==> src/design/mra_pkg.sv <==
// package: register map, field layout and helper functions for the region register block
`default_nettype none
package mra_pkg;

   // ==========================================
   // bus and storage geometry
   localparam int MRA_ADDR_W = 8;                  // axi byte address width
   localparam int MRA_DATA_W = 32;                 // axi data width
   localparam int MRA_NUM_REGIONS = 16;            // four-bit region field
   localparam int MRA_REGION_W = 4;                // width of region number

   // ==========================================
   // register byte offsets
   localparam logic [7:0] MRA_OFS_REGION_NUMBER = 8'h00;  // region_number_selector
   localparam logic [7:0] MRA_OFS_BASE = 8'h04;           // region_base_register
   localparam logic [7:0] MRA_OFS_ATTR = 8'h08;           // region_attr_size_register
   localparam logic [7:0] MRA_OFS_BASE_A1 = 8'h0c;        // base alias one
   localparam logic [7:0] MRA_OFS_ATTR_A1 = 8'h10;        // attr/size alias one
   localparam logic [7:0] MRA_OFS_BASE_A2 = 8'h14;        // region_base_alias_two
   localparam logic [7:0] MRA_OFS_ATTR_A2 = 8'h18;        // region_attr_size_alias_two
   localparam logic [7:0] MRA_OFS_BASE_A3 = 8'h1c;        // region_base_alias_three
   localparam logic [7:0] MRA_OFS_ATTR_A3 = 8'h20;        // region_attr_size_alias_three

   // ==========================================
   // base register fields
   localparam int MRA_BASE_VALID_BIT = 4;          // write-only region-valid bit
   localparam int MRA_BASE_ADDR_LSB = 5;           // lowest stored address bit
   localparam logic [31:0] MRA_BASE_ADDR_MASK = 32'hffffffe0; // stored address bits

   // ==========================================
   // attribute/size register fields
   localparam int MRA_ATTR_XN_BIT = 28;            // execute_never_bit
   localparam int MRA_ATTR_AP_LSB = 24;            // access_permission_field 26:24
   localparam int MRA_ATTR_TEX_LSB = 19;           // type_extension_field 21:19
   localparam int MRA_ATTR_S_BIT = 18;             // shareable
   localparam int MRA_ATTR_C_BIT = 17;             // cacheable
   localparam int MRA_ATTR_B_BIT = 16;             // bufferable
   localparam int MRA_ATTR_SRD_LSB = 8;            // subregion_disable_mask 15:8
   localparam int MRA_ATTR_SIZE_LSB = 1;           // size field 5:1
   localparam int MRA_ATTR_EN_BIT = 0;             // region enable
   localparam logic [31:0] MRA_ATTR_RW_MASK = 32'h173fff3f; // implemented attr bits

   // ==========================================
   // size encodings
   localparam logic [4:0] MRA_SIZE_FULL_MAP = 5'h1f;  // 4 gb region, base ignored
   localparam logic [4:0] MRA_SIZE_MIN_SUB = 5'h07;   // smallest size with subregions
   localparam logic [31:0] MRA_FULL_MAP_BASE = 32'h00000000; // base of 4 gb region

   // ==========================================
   // reset values
   localparam logic [31:0] MRA_BASE_RESET = 32'h00000000;
   localparam logic [31:0] MRA_ATTR_RESET = 32'h00000000;
   localparam logic [3:0] MRA_REGION_RESET = 4'h0;

   // ==========================================
   // axi responses
   localparam logic [1:0] MRA_RESP_OKAY = 2'b00;
   localparam logic [1:0] MRA_RESP_SLVERR = 2'b10;

   // decoded register kind
   typedef enum logic [3:0] {
      MRA_REG_NONE = 4'b0001,
      MRA_REG_RNR = 4'b0010,
      MRA_REG_BASE = 4'b0100,
      MRA_REG_ATTR = 4'b1000
   } mra_reg_t;

   // result of a protection lookup
   typedef struct packed {
      logic hit;                    // some enabled region matched
      logic [3:0] region;           // winning region number
      logic fetch_blocked;          // instruction fetch refused
      logic [2:0] ap;               // access permission of winner
      logic [2:0] type_extension_field;              // type extension of winner
      logic s;                      // shareable
      logic c;                      // cacheable
      logic b;                      // bufferable
   } mra_check_t;

   // ==========================================
   // helper functions

   // map a byte address onto a register kind; aliases share kinds
   function automatic mra_reg_t mra_decode(input logic [7:0] addr);
      mra_reg_t k;
      k = MRA_REG_NONE;
      case (addr)
         MRA_OFS_REGION_NUMBER: k = MRA_REG_RNR;
         MRA_OFS_BASE, MRA_OFS_BASE_A1, MRA_OFS_BASE_A2, MRA_OFS_BASE_A3: k = MRA_REG_BASE;
         MRA_OFS_ATTR, MRA_OFS_ATTR_A1, MRA_OFS_ATTR_A2, MRA_OFS_ATTR_A3: k = MRA_REG_ATTR;
         default: k = MRA_REG_NONE;
      endcase
      return k;
   endfunction

   // replace only the byte lanes whose strobe is set
   function automatic logic [31:0] mra_merge(input logic [31:0] old_v, input logic [31:0] new_v,
                                             input logic [3:0] strb);
      logic [31:0] r;
      r = old_v;
      for (int i = 0; i < 4; i++) begin
         if (strb[i]) begin
            r[i*8 +: 8] = new_v[i*8 +: 8];
         end
      end
      return r;
   endfunction

   // address bits 31:n compared for a region of 2^(size+1) bytes
   function automatic logic [31:0] mra_addr_mask(input logic [4:0] size);
      logic [31:0] low;
      low = (32'h00000001 << ({1'b0, size} + 6'd1)) - 32'h00000001;
      return (size == MRA_SIZE_FULL_MAP) ? 32'h00000000 : ~low;
   endfunction

endpackage
`default_nettype wire

==> src/design/mra_region_match.sv <==
// module: address match of one protection region, with size, base and subregion handling
`default_nettype none
module mra_region_match
   import mra_pkg::*;
(
   input wire logic [31:0] base,     // stored base register contents
   input wire logic [31:0] attr,     // stored attribute/size contents
   input wire logic [31:0] addr,     // address under check
   output logic hit                  // region claims the address
);

   // ==========================================
   // field extraction
   logic [4:0] size;                 // size field
   logic [7:0] subregion_disable_mask;                  // subregion_disable_mask
   logic enable;                     // region enable
   logic [31:0] eff_base;            // base actually used
   logic [31:0] shifted;             // address shifted to subregion index
   logic [2:0] sub_idx;              // subregion index inside region
   logic in_range;                   // address inside region span
   logic sub_off;                    // subregion disabled

   assign size = attr[MRA_ATTR_SIZE_LSB +: 5];
   assign subregion_disable_mask = attr[MRA_ATTR_SRD_LSB +: 8];
   assign enable = attr[MRA_ATTR_EN_BIT];

   // full-map size ignores the stored base and starts at zero
   assign eff_base = (size == MRA_SIZE_FULL_MAP) ? MRA_FULL_MAP_BASE : base;

   // compare bits 31:n, n = log2 of 2^(size+1)
   assign in_range = ((addr ^ eff_base) & mra_addr_mask(size)) == 32'h00000000;

   // regions from MRA_SIZE_MIN_SUB up split in eight; index is the top three bits below n
   assign shifted = addr >> (size - 5'd2);
   assign sub_idx = shifted[2:0];

   // a set mask bit drops its subregion; small regions have none
   assign sub_off = (size >= MRA_SIZE_MIN_SUB) && subregion_disable_mask[sub_idx];

   // disabled regions take no part in matching
   assign hit = enable && in_range && !sub_off;

endmodule
`default_nettype wire

==> src/design/mra_regs.sv <==
// module: axi4-lite register block for protection region descriptors with aliases and lookup
// Function
// mask bit one disables matching subregion
// regions up to 128 bytes: mask zero
// region size is two to size plus one
// software never programs below 32 bytes
// full-map size ignores base, starts zero
// address field is base bits 31:n
// software aligns base to region size
// valid zero: keep selector, write current
// valid one: load selector, write new region
// valid bit always reads as zero
// base read returns current selector value
// attr register takes word and halfword writes
// execute-never blocks instruction fetches
// attr field layout xn ap tex s c b
// base layout address, valid 4, region 3:0
// all aliases reach the same storage
// enable bit gates region matching
//
// The AXI4-Lite interface to the registers and the register addresses were decided locally.
`default_nettype none
module mra_regs
   import mra_pkg::*;
(
   input wire logic CLK_SYS,
   input wire logic RST,
   // ==========================================
   // axi4-lite write address
   input wire logic [7:0] S_AXI_AWADDR,
   input wire logic [2:0] S_AXI_AWPROT,
   input wire logic S_AXI_AWVALID,
   output logic S_AXI_AWREADY,
   // axi4-lite write data
   input wire logic [31:0] S_AXI_WDATA,
   input wire logic [3:0] S_AXI_WSTRB,
   input wire logic S_AXI_WVALID,
   output logic S_AXI_WREADY,
   // axi4-lite write response
   output logic [1:0] S_AXI_BRESP,
   output logic S_AXI_BVALID,
   input wire logic S_AXI_BREADY,
   // axi4-lite read address
   input wire logic [7:0] S_AXI_ARADDR,
   input wire logic [2:0] S_AXI_ARPROT,
   input wire logic S_AXI_ARVALID,
   output logic S_AXI_ARREADY,
   // axi4-lite read data
   output logic [31:0] S_AXI_RDATA,
   output logic [1:0] S_AXI_RRESP,
   output logic S_AXI_RVALID,
   input wire logic S_AXI_RREADY,
   // ==========================================
   // protection lookup port
   input wire logic [31:0] CHECK_ADDR,
   input wire logic CHECK_FETCH,
   output mra_check_t CHECK_RESULT
);

   // ==========================================
   // region storage
   logic [31:0] base_q [MRA_NUM_REGIONS];   // stored base words per region
   logic [31:0] attr_q [MRA_NUM_REGIONS];   // stored attribute/size words
   logic [3:0] rnr_q;                       // region_number_selector
   // low five base bits are never kept

   // ==========================================
   // write channel holding
   logic aw_full_q;                         // write address taken, not yet used
   logic [7:0] aw_addr_q;                   // held write address
   logic w_full_q;                          // write data taken, not yet used
   logic [31:0] w_data_q;                   // held write data
   logic [3:0] w_strb_q;                    // held write strobes
   logic bvalid_q;                          // write response pending
   logic [1:0] bresp_q;                     // write response code
   logic wr_fire;                           // both halves held: perform write
   mra_reg_t wr_kind;                       // decoded write target
   logic [3:0] wr_region;                   // region the base write lands in
   logic load_rnr;                          // base write moves the selector
   // base target: new region if valid set

   // ==========================================
   // read channel
   typedef enum logic [1:0] {
      MRA_RD_IDLE = 2'b01,
      MRA_RD_RESP = 2'b10
   } mra_rd_state_t;

   // one read at a time
   mra_rd_state_t rd_state_q;               // read channel state
   logic [31:0] rdata_q;                    // read data register
   logic [1:0] rresp_q;                     // read response code
   logic [31:0] rd_word;                    // data selected for a read
   mra_reg_t rd_kind;                       // decoded read target
   // read word is fixed at the taking edge

   // ==========================================
   // lookup
   // bit g from matcher g
   logic [MRA_NUM_REGIONS-1:0] hits;        // per-region match
   mra_check_t check_d;                     // lookup result before register
   mra_check_t check_q;                     // registered lookup result
   // one cycle of latency in the lookup

   // handshake outputs; a new item is taken only after the old is used
   assign S_AXI_AWREADY = !aw_full_q && !bvalid_q;
   assign S_AXI_WREADY = !w_full_q && !bvalid_q;
   assign S_AXI_ARREADY = (rd_state_q == MRA_RD_IDLE);
   // data and responses come from flops
   assign S_AXI_BVALID = bvalid_q;
   assign S_AXI_BRESP = bresp_q;
   assign S_AXI_RVALID = (rd_state_q == MRA_RD_RESP);
   assign S_AXI_RDATA = rdata_q;
   assign S_AXI_RRESP = rresp_q;
   assign CHECK_RESULT = check_q;

   // ==========================================
   // write decode

   // fires with both halves held
   assign wr_fire = aw_full_q && w_full_q && !bvalid_q;
   // aliases share one storage kind
   assign wr_kind = mra_decode(aw_addr_q);

   // a base write moves the selector only when the region byte is written with valid set
   assign load_rnr = w_strb_q[0] && w_data_q[MRA_BASE_VALID_BIT];
   // valid clear keeps selector and ignores the written region field
   assign wr_region = load_rnr ? w_data_q[MRA_REGION_W-1:0] : rnr_q;

   // capture write address, hold until the write is performed
   always_ff @(posedge CLK_SYS or posedge RST) begin
      if (RST) begin
         aw_full_q <= 1'b0;
         aw_addr_q <= 8'h00;
      end else if (S_AXI_AWVALID && S_AXI_AWREADY) begin
         // slot stays full until the write
         aw_full_q <= 1'b1;
         aw_addr_q <= S_AXI_AWADDR;
      end else if (wr_fire) begin
         aw_full_q <= 1'b0;
      end
   end

   // capture write data and strobes, in either order to the address
   always_ff @(posedge CLK_SYS or posedge RST) begin
      if (RST) begin
         w_full_q <= 1'b0;
         w_data_q <= 32'h00000000;
         w_strb_q <= 4'h0;
      end else if (S_AXI_WVALID && S_AXI_WREADY) begin
         // strobes stay with their data
         w_full_q <= 1'b1;
         w_data_q <= S_AXI_WDATA;
         w_strb_q <= S_AXI_WSTRB;
      end else if (wr_fire) begin
         w_full_q <= 1'b0;
      end
   end

   // write response; unmapped offsets answer slave error
   always_ff @(posedge CLK_SYS or posedge RST) begin
      if (RST) begin
         bvalid_q <= 1'b0;
         bresp_q <= MRA_RESP_OKAY;
      end else if (wr_fire) begin
         bvalid_q <= 1'b1;
         bresp_q <= (wr_kind == MRA_REG_NONE) ? MRA_RESP_SLVERR : MRA_RESP_OKAY;
      end else if (bvalid_q && S_AXI_BREADY) begin
         // response taken; slots reopen
         bvalid_q <= 1'b0;
      end
   end

   // region number selector: direct write or base write with valid
   always_ff @(posedge CLK_SYS or posedge RST) begin
      if (RST) begin
         rnr_q <= MRA_REGION_RESET;
      end else if (wr_fire && wr_kind == MRA_REG_RNR && w_strb_q[0]) begin
         // direct selector write
         rnr_q <= w_data_q[MRA_REGION_W-1:0];
      end else if (wr_fire && wr_kind == MRA_REG_BASE && load_rnr) begin
         // base write with valid set
         rnr_q <= w_data_q[MRA_REGION_W-1:0];
      end
   end

   // base storage: address bits only, valid and region never stored
   always_ff @(posedge CLK_SYS or posedge RST) begin
      if (RST) begin
         for (int i = 0; i < MRA_NUM_REGIONS; i++) begin
            base_q[i] <= MRA_BASE_RESET;
         end
      end else if (wr_fire && wr_kind == MRA_REG_BASE) begin
         // target region from wr_region
         base_q[wr_region] <= mra_merge(base_q[wr_region], w_data_q, w_strb_q) & MRA_BASE_ADDR_MASK;
      end
   end

   // attribute storage; strobes give word or halfword updates
   always_ff @(posedge CLK_SYS or posedge RST) begin
      if (RST) begin
         for (int i = 0; i < MRA_NUM_REGIONS; i++) begin
            attr_q[i] <= MRA_ATTR_RESET;
         end
      end else if (wr_fire && wr_kind == MRA_REG_ATTR) begin
         // attr follows the current selector
         attr_q[rnr_q] <= mra_merge(attr_q[rnr_q], w_data_q, w_strb_q) & MRA_ATTR_RW_MASK;
      end
   end

   // ==========================================
   // read path

   assign rd_kind = mra_decode(S_AXI_ARADDR);
   // alias offsets decode alike

   // select the read word; reserved bits and valid read zero
   always_comb begin
      rd_word = 32'h00000000;
      // unmapped offsets read zero
      case (rd_kind)
         MRA_REG_RNR: rd_word = {28'h0000000, rnr_q};
         MRA_REG_BASE: rd_word = (base_q[rnr_q] & MRA_BASE_ADDR_MASK) | {28'h0000000, rnr_q};
         MRA_REG_ATTR: rd_word = attr_q[rnr_q] & MRA_ATTR_RW_MASK;
         default: rd_word = 32'h00000000;
      endcase
   end

   // read channel: take address, present data until accepted
   always_ff @(posedge CLK_SYS or posedge RST) begin
      if (RST) begin
         rd_state_q <= MRA_RD_IDLE;
         rdata_q <= 32'h00000000;
         rresp_q <= MRA_RESP_OKAY;
      end else begin
         case (rd_state_q)
            MRA_RD_IDLE: begin
               // arready high: arvalid alone takes it
               if (S_AXI_ARVALID) begin
                  rd_state_q <= MRA_RD_RESP;
                  rdata_q <= rd_word;
                  rresp_q <= (rd_kind == MRA_REG_NONE) ? MRA_RESP_SLVERR : MRA_RESP_OKAY;
               end
            end
            MRA_RD_RESP: begin
               // hold until rready
               if (S_AXI_RREADY) begin
                  rd_state_q <= MRA_RD_IDLE;
               end
            end
            default: begin
               rd_state_q <= MRA_RD_IDLE;
            end
         endcase
      end
   end

   // ==========================================
   // protection lookup

   // one matcher per region over the shared storage
   for (genvar g = 0; g < MRA_NUM_REGIONS; g++) begin : g_match
      // all matchers see one address
      mra_region_match u_match (
         .base(base_q[g]),
         .attr(attr_q[g]),
         .addr(CHECK_ADDR),
         .hit(hits[g])
      );
   end

   // highest numbered matching region wins
   always_comb begin
      check_d = '0;
      // later regions override, highest wins
      for (int i = 0; i < MRA_NUM_REGIONS; i++) begin
         if (hits[i]) begin
            check_d.hit = 1'b1;
            check_d.region = i[3:0];
            check_d.fetch_blocked = CHECK_FETCH && attr_q[i][MRA_ATTR_XN_BIT];
            // only fetches are ever blocked
            check_d.ap = attr_q[i][MRA_ATTR_AP_LSB +: 3];
            check_d.type_extension_field = attr_q[i][MRA_ATTR_TEX_LSB +: 3];
            check_d.s = attr_q[i][MRA_ATTR_S_BIT];
            check_d.c = attr_q[i][MRA_ATTR_C_BIT];
            check_d.b = attr_q[i][MRA_ATTR_B_BIT];
         end
      end
   end

   // lookup result registered one cycle after the address
   always_ff @(posedge CLK_SYS or posedge RST) begin
      if (RST) begin
         check_q <= '0;
      end else begin
         check_q <= check_d;
         // updates every cycle
      end
   end

endmodule
`default_nettype wire

==> config.mk <==
export PLATFORM = sky130hd
export DESIGN_NAME = mra_regs
export DESIGN_NICKNAME = d
export VERILOG_FILES = /design/src/design/mra_pkg.sv /design/src/design/mra_region_match.sv /design/src/design/mra_regs.sv
export SDC_FILE = /design/constraint.sdc
export NUM_CORES = 2
export LEC_CHECK = 0
export BUFFER_PORTS_ARGS = -buffer_cell sky130_fd_sc_hd__buf_2
export CORE_ASPECT_RATIO = 1.1
export CORE_MARGIN = 2
export CORE_UTILIZATION = 40
export DETAILED_ROUTE_END_ITERATION = 10
export SETUP_SLACK_MARGIN = 0.4
export SYNTH_ARGS = -nofsm -noshare
export SYNTH_HDL_FRONTEND = slang
export SYNTH_SLANG_ARGS = --single-unit
==> constraint.sdc <==
create_clock -name CLK_SYS -period 50.8 [get_ports CLK_SYS]
set_input_delay 10.16 -clock CLK_SYS [delete_from_list [all_inputs] [get_ports CLK_SYS]]
set_output_delay 10.16 -clock CLK_SYS [all_outputs]
set_load 0.02 [all_outputs]
# --- Word level (Yosys, flattened, before mapping) ---
# Cells that the tools add are included.
totals:
  ff_bits: 1128
  output_inout_bits: 56
  elab_cells: 515
op_classes:
  n_addsub: 48
  n_lt_le_gt_ge: 36
  n_eq_ne: 44
  n_shift: 32
  mux: 127
  n_bitwise: 51
  n_reduce_logical: 126
ops:
  columns: ["cell", "count"]
  rows:
  - ["$mux W32", 38]
  - ["$bwmux W512", 2]
  - ["$and A32 B32 Y32", 16]
  - ["$logic_not A32 Y1", 16]
  - ["$not A32 Y32", 16]
  - ["$shl A1 B6 Y32 const A", 16]
  - ["$shr A32 B5 Y3", 16]
  - ["$sub A32 B1 Y32 const B", 16]
  - ["$xor A32 B32 Y32", 16]
  - ["$bmux W32 S4", 3]
  - ["$demux W32 S4", 2]
  - ["$mux W15", 16]
  - ["$add A5 B1 Y6 const B", 16]
  - ["$pmux W32 S3", 1]
  - ["$eq A5 B5 Y1 const B", 16]
  - ["$ge A5 B3 Y1 const B", 16]
  - ["$mux W8", 10]
  - ["$sub A5 B2 Y5 const B", 16]
  - ["$logic_and A1 B1 Y1", 79]
  - ["$eq A8 B5 Y1 const B", 8]
  - ["$lt A3 B4 Y1 const B", 16]
  - ["$mux W29", 2]
  - ["$bmux W1 S3", 16]
  - ["$eq A8 B4 Y1 const B", 4]
  - ["other kinds (26)", 91]

# --- Longest topological paths before layout ---
logic_depth:
  word_depth: 25
  depth_mapped: 26
  ltp_nobuf: 20

# --- Hierarchy ---
# Synthesis repeated with hierarchy kept, for this count alone.
hier_totals:
  cells_unflattened: 9495
  area_unflattened_um2: 86198.9
modules_own_cells:
  columns: ["module", "n_inst", "cells_per_inst", "area_per_inst_um2", "seq_area_each_um2"]
  rows:
  - ["mra_regs", 1, 4242, 44911.8, 22973.3]
  - ["mra_region_match at g_match[2].u_match ...", 8, 335, 2651.3, 0.0]
  - ["mra_region_match at g_match[0].u_match ...", 6, 327, 2511.2, 0.0]
  - ["mra_region_match at g_match[1].u_match", 1, 307, 2597.5, 0.0]
  - ["mra_region_match at g_match[10].u_match", 1, 304, 2412.3, 0.0]

# --- Worst setup path after synthesis ---
# Ideal clock, no wire load.
synth_timing:
  kind: "input to register"
  startpoint: "input CHECK_ADDR[7]"
  endpoint: "register check_q, in the netlist CHECK_RESULT[0]"
  setup_time_ps: 76
  arrival_ps: 13530
  path_slack_ps: 37193
  cell_stages: 14
  path_buffers: 4
  path_cell_list: "buf_2 > buf_2 > buf_6 > mux4_2 > mux4_2 > mux2i_1 > mux2_2 > o21ai_0 > o21ai_0 > a31oi_1 > clkbuf_1 > a211oi_1 > or4b_1 > o21ai_1"
synth_lines:
  columns: ["item", "line", "text"]
  rows:
  - ["from (decl)", "mra_regs.sv:55", "input wire logic [31:0] CHECK_ADDR,"]
  - ["to (signal assigned)", "mra_regs.sv:296", "check_q <= check_d;"]
  - ["to (decl)", "mra_regs.sv:102", "mra_check_t check_q;"]

==> reports/qor.yml <==
status: "finished, final reports clean"
critical_path.reg2reg.endpoint: "CHECK_RESULT[9]"
start_kind: "input pin"
synthCells: 9472
clock_sinks: 918
setup-tns-final_ns: 0
first_pass_iters: 8
rows: 178
critPathRequiredTime_ns: 51.43
post_drt_wl_per_cell_um: 35.5
reg2reg_depth: 22
place.gp.congestion: 1.06
drt_wl_total_mm: 425
yosysWarnings: 0
worst-path-stages: 14
hold_violations: 0
async_flop_share_pct: 100
critPathSlowestCell: "mux4_2"
design_area_um2: 92500
htreeDepth: 3
cts.path.max_buffers: 3
min_to: "S_AXI_RDATA[21]"
synth_ff_type: "dfrtp_1"
skew_ns: 0.0563
seqPwrFrac_pct: 32.0
ys_top_cells_by_count: "1330 x nand2_1, 1107 x o21ai_0, 917 x dfrtp_1"
synth-seq-area-share_pct: 26.7
start_util_pct: 40.3
p_comb_share_pct: 38.4
synth_edf_count: 0
yosysTopAreaCell: "dfrtp_1"
crit_family: "simple AND/OR/NAND/NOR gates"
via_count: 84000
syn_to_final_growth_pct: 7.40
insertion_delay_ns: 0.80
netlist.area_leader.share_pct: 26.6
min-delay-start: "S_AXI_RDATA[21]"
synth_cell_types: 135
seq_area_um2: 23000
cts_repair_resize_count: 0
finalCriticalPeriod_ns: 15.80
numPortBuffers: 145
r2r_slack_ns: 42.63
cts-root-buf: "clkbuf_16"
syn_avg_cell_area_um2: 9.10
grt_pass1_vias: 77800
max_stage_delay_ns: 0.90
cts_tree: "built"
clk_pin_slew_worst_paths_ns: 0.06
postCtsHoldBufs: 0
critPathCaptureType: "flop"
core_area_um2: 214000
grt_usage_pct: 37.9
clkPwrFrac_pct: 29.6
r2r_start: "attr_q[193]"
dp_hpwl_mm: 306
synth.most_common_cell: "nand2_1"
max_freq_mhz: 63.3
multiInputGateArea_um2: 58800
grt.overflow.total: 0
post_drt_via_cell_ratio: 7.00
drc: 0
power.density_nw_per_um2: 30.3
crit_path_cell_trace: "buf_4 > buf_4 > mux4_2 > mux2_2 > nand3b_1 > nand4_1 > mux4_2 > nand2b_1 > a21boi_1 > and2_1 > a211o_1 > and4bb_1 > o211ai_1 > a31oi_1"
peakVddDrop_mv: 0.0436
place_area_um2: 88700
ant_nets: 0
power_mw: 2.80
mappedNetlistArea_um2: 86200
dp_cells: 11800
dieHeight_um: 491
hold_path_class: "flop to flop"
crit_type: "input pin to flop"
grt_pass1_wl_mm: 602
finalSetupViolCount: 0
die_w_um: 447
dieArea_um2: 219000
antenna_found_initial: 54
drv_slew: 0
io_pins: 154
ys_top_cells_by_area: "dfrtp_1 27%, mux4_2 19%, o21ai_0 6.4%"
p_switching_mw: 1.23
grt_max_degree: 158
cp_num_buf_inv: 2
cp_data_arrival_time_ns: 16.42
slew_headroom_pct: 0.849
p_int_mw: 1.57
tightest_slew_ns: 1.49
maxCapViolations: 0
drtIter0Drc: 12400
drive_gt1_share_pct: 17.9
fill_cells: 20800
path_max_fanout: 34
layout.cells.non_filler: 12000
switching_share_pct: 43.8
synth_seq_cells: 918
post-cts-setup-buffers: 0
post-route-period-util_pct: 31.1
fin_nets: 9186
numCtsBuffers: 107
rsz0062_at_grt: "false"
p_leak_nw: 34.7
worstHoldPathCells: 2
routing by layer:
| layer | global-route usage [%] | share of wire (%) | vias to the layer above |
|---|---|---|---|
| met5 | 1.12 | 0.14 | - |
| met4 | 29.8 | 9.9 | 44 |
| met3 | 13.9 | 13 | 1403 |
| met2 | 53.4 | 42 | 6134 |
| met1 | 46.5 | 36 | 41700 |
| li1 | - | - | 34700 |
stage by stage:
step	util, %	hold WS [ns]	setup WS [ns]
after detailed placement	41.4	0.471	34.69
after floorplan	-	0.458	14.83
after global placement	41.4	0.465	34.66
after global routing	43.2	0.493	35.10
after CTS	43.2	0.485	35.47
final	43.2	0.478	35.00
cell type report:
cell class	instances	area share, %
well taps	2880	3.89
diodes	30	0.0811
clock buffers	157	3.42
clock inverters	39	0.619
repair buffers	387	2.88
inverters	166	0.681
multi-input cells	7418	63.5
flip-flops and latches	918	24.9
placed cells by master (no fill, tap or decap), drive strengths merged, types with 91 or more instances in the layout:
cell | netlist | final
a211oi | 147 | 147
a21oi | 352 | 352
buf | 329 | 387
clkbuf | 642 | 157
dfrtp | 917 | 917
inv | 153 | 156
mux2 | 91 | 91
mux2i | 287 | 287
mux4 | 733 | 733
nand2 | 1330 | 1330
nand3 | 219 | 219
nor2 | 380 | 380
nor2b | 120 | 120
nor3 | 188 | 188
o21ai | 1138 | 1138
xnor2 | 348 | 348
xor2 | 296 | 296
worst reg2reg max path, delay by kind of cell (launching register included):
family,cells,cell delay [ns]
compound gates,6,2.51
fa+ha+maj,2,0.98
xor+xnor,1,0.23
simple gates,8,2.08
flops,1,0.34
buf+inv,5,1.89
kinds of logic after synthesis:
kind of cell               after synthesis  share of synthesized area [%]
DFF                                    918                           26.7
adders and majority gates               92                           1.33
xor gates and xnor gates               644                           6.62
AOI/OAI and AO/OA                     2648                           19.8
and+or+nand+nor                       2921                           16.3
buffers and inverters                 1137                           5.52
muxes                                 1111                           23.7
other                                    1                        0.00435
how the worst max path moves through the flow:
stage,start,to,slack (ns)
after floorplan,RST,CHECK_RESULT[0],14.83
after global placement,CHECK_ADDR[9],CHECK_RESULT[11],34.66
after detailed placement,CHECK_ADDR[9],CHECK_RESULT[11],34.69
after CTS,CHECK_ADDR[9],CHECK_RESULT[11],35.47
after global routing,CHECK_ADDR[10],CHECK_RESULT[9],35.10
final,CHECK_ADDR[18],CHECK_RESULT[9],35.00
power groups by stage:
stage | Combinational (mW) | Sequential [mW] | Clock (mW)
floorplan | 0.597 | 0.814 | 0
global placement | 1.01 | 0.896 | 0
detailed placement | 1.01 | 0.899 | 0
CTS | 1.01 | 0.885 | 0.828
global route | 1.08 | 0.892 | 0.859
finish | 1.07 | 0.896 | 0.830
flip-flops by register name, indices dropped and copies added (netlist names):
name	count
rd_state_q	2
w_full_q	1
S_AXI_BRESP	1
CHECK_RESULT	15
attr_q	384
w_strb_q	4
S_AXI_RRESP	1
S_AXI_BVALID	1
S_AXI_RDATA	32
rnr_q	4
w_data_q	32
aw_addr_q	8
aw_full_q	1
base_q	432
Note: power is estimated with default switching activity, not from simulation.
